File: src/design/wdt_pkg.sv
// Shared constants and types for the watchdog register block
package wdt_pkg;
    // Register byte offsets
    localparam logic [11:0] LOAD_OFS  = 12'h000;
    localparam logic [11:0] COUNT_OFS = 12'h004;
    localparam logic [11:0] CTRL_OFS  = 12'h008;
    localparam logic [11:0] ICLR_OFS  = 12'h00C;
    localparam logic [11:0] RIS_OFS   = 12'h010;
    localparam logic [11:0] MIS_OFS   = 12'h014;
    localparam logic [11:0] EVST_OFS  = 12'h018;
    localparam logic [11:0] EVMSK_OFS = 12'h01C;
    localparam logic [11:0] KEY_OFS   = 12'hC00;
    localparam logic [11:0] TCTL_OFS  = 12'hF00;
    localparam logic [11:0] TOUT_OFS  = 12'hF04;
    // Values after reset
    localparam logic [31:0] LOAD_RST  = 32'h0FFFFFFF;
    localparam logic [31:0] COUNT_RST = 32'h0FFFFFFF;
    localparam logic        LOCK_RST  = 1'h0;
    // Write key that opens the register bank
    localparam logic [31:0] UNLOCK_KEY = 32'h1ACCE551;
    // Field positions
    localparam int INTERRUPT_ENABLE_BIT = 0;
    localparam int RESET_OUTPUT_ENABLE_BIT = 1;
    localparam int TMODE_BIT = 0;
    localparam int TRST_BIT  = 0;
    localparam int TINT_BIT  = 1;
    localparam int EVT_LO    = 0;
    localparam int EVT_HI    = 1;
    // Bus responses
    localparam logic [1:0] RESP_OKAY   = 2'h0;
    localparam logic [1:0] RESP_SLVERR = 2'h2;

    // Control field, bit 1 reset enable, bit 0 interrupt enable
    typedef struct packed {
        logic res_en;
        logic int_en;
    } ctrl_t;

    // Test output field, bit 1 interrupt value, bit 0 reset value
    typedef struct packed {
        logic tint;
        logic trst;
    } tout_t;

    // Event bits, bit 1 reset request raised, bit 0 first timeout
    typedef struct packed {
        logic reset_evt;
        logic timeout_evt;
    } ev_t;
endpackage

File: src/design/wdt_regs.sv
// Watchdog down-counter with AXI4-Lite register bank
`timescale 1ns/10ps
module wdt_regs #(
    parameter int ADDR_W = 12
) (
    // Clock and reset
    input  wire logic              CLK,
    input  wire logic              RST,
    // Write address channel
    input  wire logic              AWVALID,
    output logic                   AWREADY,
    input  wire logic [ADDR_W-1:0] AWADDR,
    // Write data channel
    input  wire logic              WVALID,
    output logic                   WREADY,
    input  wire logic [31:0]       WDATA,
    input  wire logic [3:0]        WSTRB,
    // Write response channel
    output logic                   BVALID,
    input  wire logic              BREADY,
    output logic [1:0]             BRESP,
    // Read address channel
    input  wire logic              ARVALID,
    output logic                   ARREADY,
    input  wire logic [ADDR_W-1:0] ARADDR,
    // Read data channel
    output logic                   RVALID,
    input  wire logic              RREADY,
    output logic [31:0]            RDATA,
    output logic [1:0]             RRESP,
    // Watchdog pins and event interrupt
    output logic                   INTERRUPT_OUTPUT,
    output logic                   RESET_OUTPUT,
    output logic                   EVENT_IRQ
);

    // Refuse address widths that cannot reach the top register
    if (ADDR_W < 12) begin : g_addr_chk
        $error("ADDR_W must be at least 12");
    end

    // Byte-lane merge of write data into an old value
    function automatic logic [31:0] merge(input logic [31:0] o, input logic [31:0] n,
                                          input logic [3:0] s);
        logic [31:0] r;
        r = o;
        for (int i = 0; i < 4; i++) begin
            if (s[i]) begin
                r[8*i +: 8] = n[8*i +: 8];
            end
        end
        return r;
    endfunction

    logic [31:0]       load_reg;
    logic [31:0]       count_reg;
    logic [31:0]       count_next;
    wdt_pkg::ctrl_t    ctrl_reg;
    wdt_pkg::tout_t    tout_reg;
    wdt_pkg::ev_t      evst_reg;
    wdt_pkg::ev_t      evst_next;
    wdt_pkg::ev_t      evmsk_reg;
    logic              raw_reg;
    logic              halt_reg;
    logic              locked_reg;
    logic              tmode_reg;
    logic              aw_full_reg;
    logic              w_full_reg;
    logic [ADDR_W-1:0] awaddr_reg;
    logic [31:0]       wdata_reg;
    logic [3:0]        wstrb_reg;
    logic              int_out_reg;
    logic              rst_out_reg;
    logic              irq_reg;

    // Bus handshakes and write launch
    wire aw_hs = AWVALID & AWREADY;
    wire w_hs  = WVALID & WREADY;
    wire ar_hs = ARVALID & ARREADY;
    wire do_wr = aw_full_reg & w_full_reg & ~BVALID;
    wire aw_full_next = aw_hs | (aw_full_reg & ~do_wr);
    wire w_full_next  = w_hs | (w_full_reg & ~do_wr);
    wire bvalid_next  = do_wr | (BVALID & ~BREADY);
    wire rvalid_next  = ar_hs | (RVALID & ~RREADY);

    // Write address decode
    wire [11:0] wa   = {awaddr_reg[11:2], 2'h0};
    wire        w_hi = (awaddr_reg >> 12) == '0;
    wire w_load  = w_hi && wa == wdt_pkg::LOAD_OFS;
    wire w_ctrl  = w_hi && wa == wdt_pkg::CTRL_OFS;
    wire w_clr   = w_hi && wa == wdt_pkg::ICLR_OFS;
    wire w_evst  = w_hi && wa == wdt_pkg::EVST_OFS;
    wire w_evmsk = w_hi && wa == wdt_pkg::EVMSK_OFS;
    wire w_key   = w_hi && wa == wdt_pkg::KEY_OFS;
    wire w_tctl  = w_hi && wa == wdt_pkg::TCTL_OFS;
    wire w_tout  = w_hi && wa == wdt_pkg::TOUT_OFS;
    wire w_ro    = w_hi && (wa == wdt_pkg::COUNT_OFS || wa == wdt_pkg::RIS_OFS
                            || wa == wdt_pkg::MIS_OFS);
    wire w_map   = w_load | w_ctrl | w_clr | w_evst | w_evmsk | w_key | w_tctl
                   | w_tout | w_ro;

    // Gate writes with the lock
    // Locked writes ignored, except to the key register
    wire unl      = ~locked_reg;
    wire wr_load  = do_wr & w_load & unl;
    wire wr_ctrl  = do_wr & w_ctrl & unl & wstrb_reg[0];
    wire wr_clr   = do_wr & w_clr & unl;
    wire wr_evst  = do_wr & w_evst & unl & wstrb_reg[0];
    wire wr_evmsk = do_wr & w_evmsk & unl & wstrb_reg[0];
    wire wr_tctl  = do_wr & w_tctl & unl & wstrb_reg[0];
    wire wr_tout  = do_wr & w_tout & unl & wstrb_reg[0];
    wire wr_key   = do_wr & w_key;
    wire wr_cnt   = wr_load | wr_clr;
    wire [31:0] wv_load = merge(load_reg, wdata_reg, wstrb_reg);
    wire [31:0] wv      = merge(32'h0, wdata_reg, wstrb_reg);

    // Counter run conditions and zero events
    // Interrupt enable runs counter
    wire run      = ctrl_reg.int_en & ~halt_reg;
    wire zero_evt = run & (count_reg == 32'h0);
    wire raw_hit  = zero_evt & ~raw_reg;
    wire rst_hit  = zero_evt & raw_reg & ctrl_reg.res_en;
    wire masked   = raw_reg & ctrl_reg.int_en;
    // Reset pin gated by enable
    // The request stays sticky, but the pin drops if software clears the enable
    wire rst_req  = halt_reg & ctrl_reg.res_en;

    // Next count value, software loads first
    // Reload write restarts
    assign count_next = wr_load  ? wv_load :
                        wr_clr   ? load_reg :
                        rst_hit  ? count_reg :
                        zero_evt ? load_reg :
                        run      ? count_reg - 32'h1 : count_reg;

    // Event flags, a new event wins over a clearing write
    wire [1:0] ev_clr = wr_evst ? wv[wdt_pkg::EVT_HI:wdt_pkg::EVT_LO] : 2'h0;
    assign evst_next = wdt_pkg::ev_t'({rst_hit, raw_hit} | (evst_reg & ~ev_clr));

    // Counter, reload value and watchdog state
    always_ff @(posedge CLK) begin
        if (RST) begin
            load_reg  <= wdt_pkg::LOAD_RST;
            count_reg <= wdt_pkg::COUNT_RST;
            raw_reg   <= 1'h0;
            halt_reg  <= 1'h0;
            evst_reg  <= '0;
        end else begin
            if (wr_load) begin
                load_reg <= wv_load;
            end
            count_reg <= count_next;
            raw_reg   <= raw_hit | (raw_reg & ~wr_clr);
            halt_reg  <= halt_reg | rst_hit;
            evst_reg  <= evst_next;
        end
    end

    // Software control registers
    always_ff @(posedge CLK) begin
        if (RST) begin
            ctrl_reg  <= '0;
            tout_reg  <= '0;
            evmsk_reg <= '0;
            tmode_reg <= 1'h0;
        end else begin
            if (wr_ctrl) begin
                ctrl_reg <= wdt_pkg::ctrl_t'(wv[wdt_pkg::RESET_OUTPUT_ENABLE_BIT:wdt_pkg::INTERRUPT_ENABLE_BIT]);
            end
            if (wr_tout) begin
                tout_reg <= wdt_pkg::tout_t'(wv[wdt_pkg::TINT_BIT:wdt_pkg::TRST_BIT]);
            end
            if (wr_evmsk) begin
                evmsk_reg <= wdt_pkg::ev_t'(wv[wdt_pkg::EVT_HI:wdt_pkg::EVT_LO]);
            end
            if (wr_tctl) begin
                tmode_reg <= wv[wdt_pkg::TMODE_BIT];
            end
        end
    end

    // Write key lock
    // Key unlocks, else locks
    always_ff @(posedge CLK) begin
        if (RST) begin
            locked_reg <= wdt_pkg::LOCK_RST;
        end else if (wr_key) begin
            locked_reg <= (wv != wdt_pkg::UNLOCK_KEY);
        end
    end

    // Watchdog pins selected by test mode, event interrupt from masked event flags
    // Test interrupt value
    always_ff @(posedge CLK) begin
        if (RST) begin
            int_out_reg <= 1'h0;
            rst_out_reg <= 1'h0;
            irq_reg     <= 1'h0;
        end else begin
            int_out_reg <= tmode_reg ? tout_reg.tint : masked;
            rst_out_reg <= tmode_reg ? tout_reg.trst : rst_req;
            irq_reg     <= |(evst_reg & evmsk_reg);
        end
    end

    // Write channels: hold address and data until both are present
    always_ff @(posedge CLK) begin
        if (RST) begin
            aw_full_reg <= 1'h0;
            w_full_reg  <= 1'h0;
            awaddr_reg  <= '0;
            wdata_reg   <= 32'h0;
            wstrb_reg   <= 4'h0;
        end else begin
            aw_full_reg <= aw_full_next;
            w_full_reg  <= w_full_next;
            if (aw_hs) begin
                awaddr_reg <= AWADDR;
            end
            if (w_hs) begin
                wdata_reg <= WDATA;
                wstrb_reg <= WSTRB;
            end
        end
    end

    // Write handshake outputs and response
    always_ff @(posedge CLK) begin
        if (RST) begin
            AWREADY <= 1'h0;
            WREADY  <= 1'h0;
            BVALID  <= 1'h0;
            BRESP   <= wdt_pkg::RESP_OKAY;
        end else begin
            AWREADY <= ~aw_full_next;
            WREADY  <= ~w_full_next;
            BVALID  <= bvalid_next;
            if (do_wr) begin
                BRESP <= w_map ? wdt_pkg::RESP_OKAY : wdt_pkg::RESP_SLVERR;
            end
        end
    end

    // Read address decode and data selection
    // Live count readback
    wire [11:0] ra   = {ARADDR[11:2], 2'h0};
    wire        r_hi = (ARADDR >> 12) == '0;
    wire [31:0] r_ctrl = {30'h0, ctrl_reg};
    wire [31:0] r_tout = {30'h0, tout_reg};
    wire [31:0] r_evst = {30'h0, evst_reg};
    wire [31:0] r_evmk = {30'h0, evmsk_reg};
    wire        r_map;
    wire [31:0] r_val;
    assign r_map = r_hi && (ra == wdt_pkg::LOAD_OFS || ra == wdt_pkg::COUNT_OFS
                   || ra == wdt_pkg::CTRL_OFS || ra == wdt_pkg::ICLR_OFS
                   || ra == wdt_pkg::RIS_OFS || ra == wdt_pkg::MIS_OFS
                   || ra == wdt_pkg::EVST_OFS || ra == wdt_pkg::EVMSK_OFS
                   || ra == wdt_pkg::KEY_OFS || ra == wdt_pkg::TCTL_OFS
                   || ra == wdt_pkg::TOUT_OFS);
    assign r_val = !r_hi                     ? 32'h0 :
                   ra == wdt_pkg::LOAD_OFS   ? load_reg :
                   ra == wdt_pkg::COUNT_OFS  ? count_reg :
                   ra == wdt_pkg::CTRL_OFS   ? r_ctrl :
                   ra == wdt_pkg::RIS_OFS    ? {31'h0, raw_reg} :
                   ra == wdt_pkg::MIS_OFS    ? {31'h0, masked} :
                   ra == wdt_pkg::EVST_OFS   ? r_evst :
                   ra == wdt_pkg::EVMSK_OFS  ? r_evmk :
                   ra == wdt_pkg::KEY_OFS    ? {31'h0, locked_reg} :
                   ra == wdt_pkg::TCTL_OFS   ? {31'h0, tmode_reg} :
                   ra == wdt_pkg::TOUT_OFS   ? r_tout : 32'h0;

    // Read channel, one read in flight
    always_ff @(posedge CLK) begin
        if (RST) begin
            ARREADY <= 1'h0;
            RVALID  <= 1'h0;
            RDATA   <= 32'h0;
            RRESP   <= wdt_pkg::RESP_OKAY;
        end else begin
            ARREADY <= ~rvalid_next;
            RVALID  <= rvalid_next;
            if (ar_hs) begin
                RDATA <= r_val;
                RRESP <= r_map ? wdt_pkg::RESP_OKAY : wdt_pkg::RESP_SLVERR;
            end
        end
    end

    assign INTERRUPT_OUTPUT = int_out_reg;
    assign RESET_OUTPUT     = rst_out_reg;
    assign EVENT_IRQ        = irq_reg;
endmodule // wdt_regs

File: config.mk
export PLATFORM = sky130hd
export DESIGN_NAME = wdt_regs
export DESIGN_NICKNAME = d
export VERILOG_FILES = /design/src/design/wdt_pkg.sv /design/src/design/wdt_regs.sv
export SDC_FILE = /design/constraint.sdc
export NUM_CORES = 1
export LEC_CHECK = 0
export BUFFER_PORTS_ARGS = -buffer_cell sky130_fd_sc_hd__buf_2
export CAP_MARGIN = 0
export CORE_UTILIZATION = 45
export CTS_CLUSTER_DIAMETER = 150
export DETAILED_ROUTE_END_ITERATION = 10
export GPL_TIMING_DRIVEN = 0
export PLACE_DENSITY = 0.76
export SETUP_SLACK_MARGIN = 0.2
export SLEW_MARGIN = 30
export SYNTH_ARGS = -nofsm -noshare
export SYNTH_HDL_FRONTEND = slang
export SYNTH_SLANG_ARGS = --single-unit
File: constraint.sdc
create_clock -name CLK -period 6.25 [get_ports CLK]
set_input_delay 0.625 -clock CLK [delete_from_list [all_inputs] [get_ports CLK]]
set_output_delay 0.625 -clock CLK [all_outputs]
set_load 0.02 [all_outputs]
Word-level counts from Yosys, hierarchy flattened. Cells that the tools add are included.

Word-level logic and storage cells: 165. Register bits: 170. Output and inout bits: 44. Input port bits: 67.

Equal/unequal tests: 22. Mux-type cells: 28. Add/sub/neg operators: 1. Bitwise logic cells: 66. Reductions and logical operators: 18.

Operator list (count): $mux 32 (7); $eq 10x3->1 const B (8); $mux 8 (8); $eq 10x10->1 const B (6); $eq 10x2->1 const B (4); $and 1x1->1 (37); $logic_not 32->1 (1); $ne 32x29->1 const B (1); $sub 32x1->32 const B (1); $logic_not 12->1 (2); $mux 2 (11); $eq 10x1->1 const B (2); $or 1x1->1 (14); $logic_or 1x1->1 (12); $not 1->1 (11); $and 2x2->2 (2); $reduce_bool 4->1 (1); $ne 3x3->1 const B (1); $mux 1 (2); $not 2->2 (1); $or 2x2->2 (1); $reduce_and 2->1 (1); $reduce_or 2->1 (1).

Depth between registers and ports, before layout.
Word-level depth: 12. Depth in mapped cells: 10. Gate-level depth less buffers: 8.

Least setup slack after synthesis. OpenSTA, ideal clock, no wires.

Path kind: flip-flop to flip-flop. Start: reg BVALID. End: reg count_reg[27]. Cell stages (with the launch flop): 10. Period minus slack after synthesis: 2261 ps. Slack: 3989 ps. Arrival: 2139 ps. Cells stage by stage: dfxtp_1 nor4bb_1 buf_2 and4_1 buf_6 and2_1 clkbuf_1 a21oi_1 a211o_1 a221o_1.

Word-level cells in the longest chain between the ends: 6.

RTL lines: start, declared (line wdt_regs.sv:19) `output logic BVALID,`; start signal, assigned (line wdt_regs.sv:237) `BVALID <= bvalid_next;`; $not 1->1 * (line wdt_regs.sv:80) `wire do_wr = aw_full_reg & w_full_reg & ~BVALID;`; $and 1x1->1 * (line wdt_regs.sv:80); $and 1x1->1 (on tied branches) (2 in series) (line wdt_regs.sv:105, wdt_regs.sv:107); $ne 3x3->1 (no line) (tied with other cells); $reduce_and 2->1 (no line) or $mux 32 (tied branches); end signal, assigned (line wdt_regs.sv:144) `count_reg <= wdt_pkg::COUNT_RST;`; end signal, assigned (line wdt_regs.sv:152) `count_reg <= count_next;`; end, declared (line wdt_regs.sv:56) `logic [31:0] count_reg;`.

Every way passes the cells marked *; elsewhere a longest branch is shown, timed or not. A chain may end at the register's enable or synchronous reset.

Worst setup path in the final report.
Start: reg awaddr_reg[4]. End: reg count_reg[23].

Word-level cells in the longest chain between the ends: 5.

RTL lines: start, declared (line wdt_regs.sv:69) `logic [ADDR_W-1:0] awaddr_reg;`; start signal, assigned (line wdt_regs.sv:211) `awaddr_reg <= '0;`; start signal, assigned (line wdt_regs.sv:218) `awaddr_reg <= AWADDR;`; $eq 10x2->1 or $logic_not 12->1 (tied branches) (line wdt_regs.sv:91, wdt_regs.sv:89); $and 1x1->1 (on tied branches) (2 in series) (line wdt_regs.sv:107, wdt_regs.sv:105); $ne 3x3->1 (no line) (tied with other cells); $reduce_and 2->1 (no line) or $mux 32 (tied branches).

Parallel ways exist; a longest one is shown, timed or not.

==> flow_metrics.py <==
metrics = {
    "layout": {
        "antennaDiodeCount": 0,
        "instances_no_fill": 1352,
        "nFillCells": 1674,
        "nets": 1183,
        "area_growth_syn_to_layout_pct": 17.6,
        "fin_area_um2": 9310,
        "drive_gt1_share_pct": 15.8,
    },
    "timing": {
        "relSlewSlack_pct": 40.1,
        "setup_ws_ps": 3070,
        "finalHoldViolCount": 0,
        "finalClockSkew_ps": 10.6,
        "finalSetupViolations": 0,
        "fin_crit_sh_pct": 50.9,
        "maxSlewViolCount": 0,
        "max_freq_ghz": 0.314,
        "rsz0062_at_grt": "no",
        "fin_tns_setup_ps": 0,
        "fin_crit_ps": 3180,
        "worst_pin_slew_ps": 899,
    },
    "drt": {
        "wl_um": 27800,
        "drt_first_pass_iters": 8,
        "routed-wl-met2_um": 11800,
        "viasPerCell": 6.13,
        "highest_layer": "met4",
        "met1_length_um": 11700,
        "vias": 8292,
        "drcViolationCount": 1,
        "wire_per_inst_um": 20.6,
        "antenna_left": 0,
        "dr.first_iter.drc_count": 1192,
        "wl_met3_um": 3350,
    },
    "floorplan": {
        "coreArea_um2": 17200,
        "die_area_um2": 18100,
        "start_util_pct": 45.9,
        "dieWidth_um": 135,
        "die_h_um": 135,
        "rows": 48,
        "num_io_pins": 111,
    },
    "placement": {
        "placed_cell_area_um2": 8710,
        "dpl.hpwl_um": 20100,
        "gp_congestion": 0.982,
        "port_buffers": 102,
        "dp_cells": 1320,
        "dp_slack_ps": 3290,
    },
    "clock_network": {
        "clockBufferDepth": 2,
        "cts_tree": "built",
        "cts_setup_buffers": 0,
        "clock_sinks": 166,
        "cts_made_buffers": 17,
        "htreeDepth": 4,
        "cts_root_buffer": "clkbuf_16",
        "clk_latency_ps": 440,
        "ctsResizeCount": 0,
        "cts.reportedPaths.clkPinSlew_ps": 70,
        "cts_hold_buf": 0,
    },
    "worst_setup_path": {
        "path_max_fanout": 10,
        "start_kind": "register",
        "worst-setup-path-type": "register to register",
        "crit_path_end_kind": "register",
        "crit_arrival_ps": 3500,
        "crit_required_ps": 6570,
    },
    "yosys": {
        "ys_warn_count": 0,
        "ys_ff_latch": 166,
        "yosysTopAreaCell": "dfxtp_1",
        "synth_cell_types": 82,
        "syn_inst": 992,
        "syn_area_um2": 7910,
        "syn_avg_cell_area_um2": 7.98,
        "yosysSeqAreaShare_pct": 42.0,
        "synth_top_cells_by_count": "nand2_1, dfxtp_1, a21oi_1, nor2_1, nor3_1",
        "async_flop_share_pct": 0,
        "synth-edff-count": 0,
        "synth_ff_type": "dfxtp_1",
        "synth.top_cell.area_share_pct": 42.0,
        "yosysMostFrequentCell": "nand2_1",
        "synthTopCellsByArea": "dfxtp_1, nand2_1, a21oi_1",
    },
    "global_routing": {
        "antenna_found_initial": 0,
        "grt_max_degree": 17,
        "grt_pass1_vias": 7671,
        "grt-ovfl-total": 0,
        "track_usage_pct": 31.6,
        "grt_pass1_wl_um": 43200,
    },
    "power": {
        "power.density_nw_per_um2": 259,
        "totalPowerFinal_uw": 2410,
        "leakagePower_uw": 0.00336,
        "vdd_drop_max_uv": 201,
    },
    "run": {
        "drv_cap": 0,
    },
    "run_status": {
        "status": "finished, violations left",
        "violations": "design-rule violations",
    },
    "hold_path": {
        "min-delay-path-class": "input port to register",
    },
}
-- final timing paths --
path                               startpoint       endpoint  slack, ps  depth (start not counted)
worst min-delay path                 WDATA[8]   wdata_reg[8]        420                          3
worst max register to register  awaddr_reg[4]  count_reg[23]       3070                          9
worst max-delay path            awaddr_reg[4]  count_reg[23]       3070                          9
worst min register to register  wdata_reg[27]  wdata_reg[27]        470                          2
-- worst max-delay path, stage by stage, from the launching register on --
cell	delay, ps
dfxtp_1	300
clkbuf_1	300
nor4_1	170
and4_2	300
clkbuf_8	180
a31oi_1	640
clkbuf_1	630
o21ai_0	180
a211oi_1	300
a21oi_1	60
-- kinds of logic (layout without fill, tap and decap cells) --
| logic type | count (synthesis) | after routing | synth area share, % |
|---|---|---|---|
| other cells | 1 | 2 | 0.0474 |
| simple gates | 471 | 471 | 29.6 |
| fa+ha+maj | 2 | 2 | 0.316 |
| compound gates | 244 | 244 | 20.3 |
| buf+inv | 89 | 223 | 5.41 |
| mux | 10 | 10 | 1.30 |
| xor+xnor | 9 | 9 | 0.996 |
| flops | 166 | 166 | 42.0 |
-- where the power goes --
part	switching (uW)	total, uW	internal [uW]
sequential	30.6	1120	1090
combinational	138	211	73.1
clock	470	1070	605
total	639	2410	1770
-- per-stage QoR --
| stage | util (%) | hold slack, ps |
|---|---|---|
| global route | 54.0 | 430 |
| finish | 54.0 | 418 |
| global placement | 50.5 | 445 |
| floorplan | - | 439 |
| CTS | 54.0 | 418 |
| detailed placement | 50.6 | 464 |
-- layer usage --
metal | vias up | track usage [%]
met5 | - | 0
met4 | 0 | 14.9
met3 | 76 | 8.30
met2 | 483 | 46.7
met1 | 3870 | 42.9
li1 | 3863 | -
-- cell type report --
type                       count  area, um^2  share of cell area (%)
multi-input combinational    738        4170                    44.8
sequential                   166        3320                    35.7
timing repair buffer         102         510                    5.49
clock buffer                  19         443                    4.76
buffer                        81         398                    4.28
tap                          225         282                    3.03
clock inverter                13         148                    1.59
inverter                       8        30.0                   0.323
-- cells in the final DEF, fill, tap and decap left out, types with 10 or more instances in the layout --
cell / instances
a211o_1: 13
a21oi_1: 95
a221oi_1: 31
a31oi_1: 17
and3_1: 10
buf_2: 113
clkbuf_1: 52
clkbuf_16: 17
dfxtp_1: 166
nand2_1: 187
nand3_1: 48
nand4_1: 11
nor2_1: 72
nor3_1: 59
nor4_1: 10
o211ai_1: 10
o21ai_0: 28
or3_1: 11
Note: power is estimated with default switching activity, not from simulation.
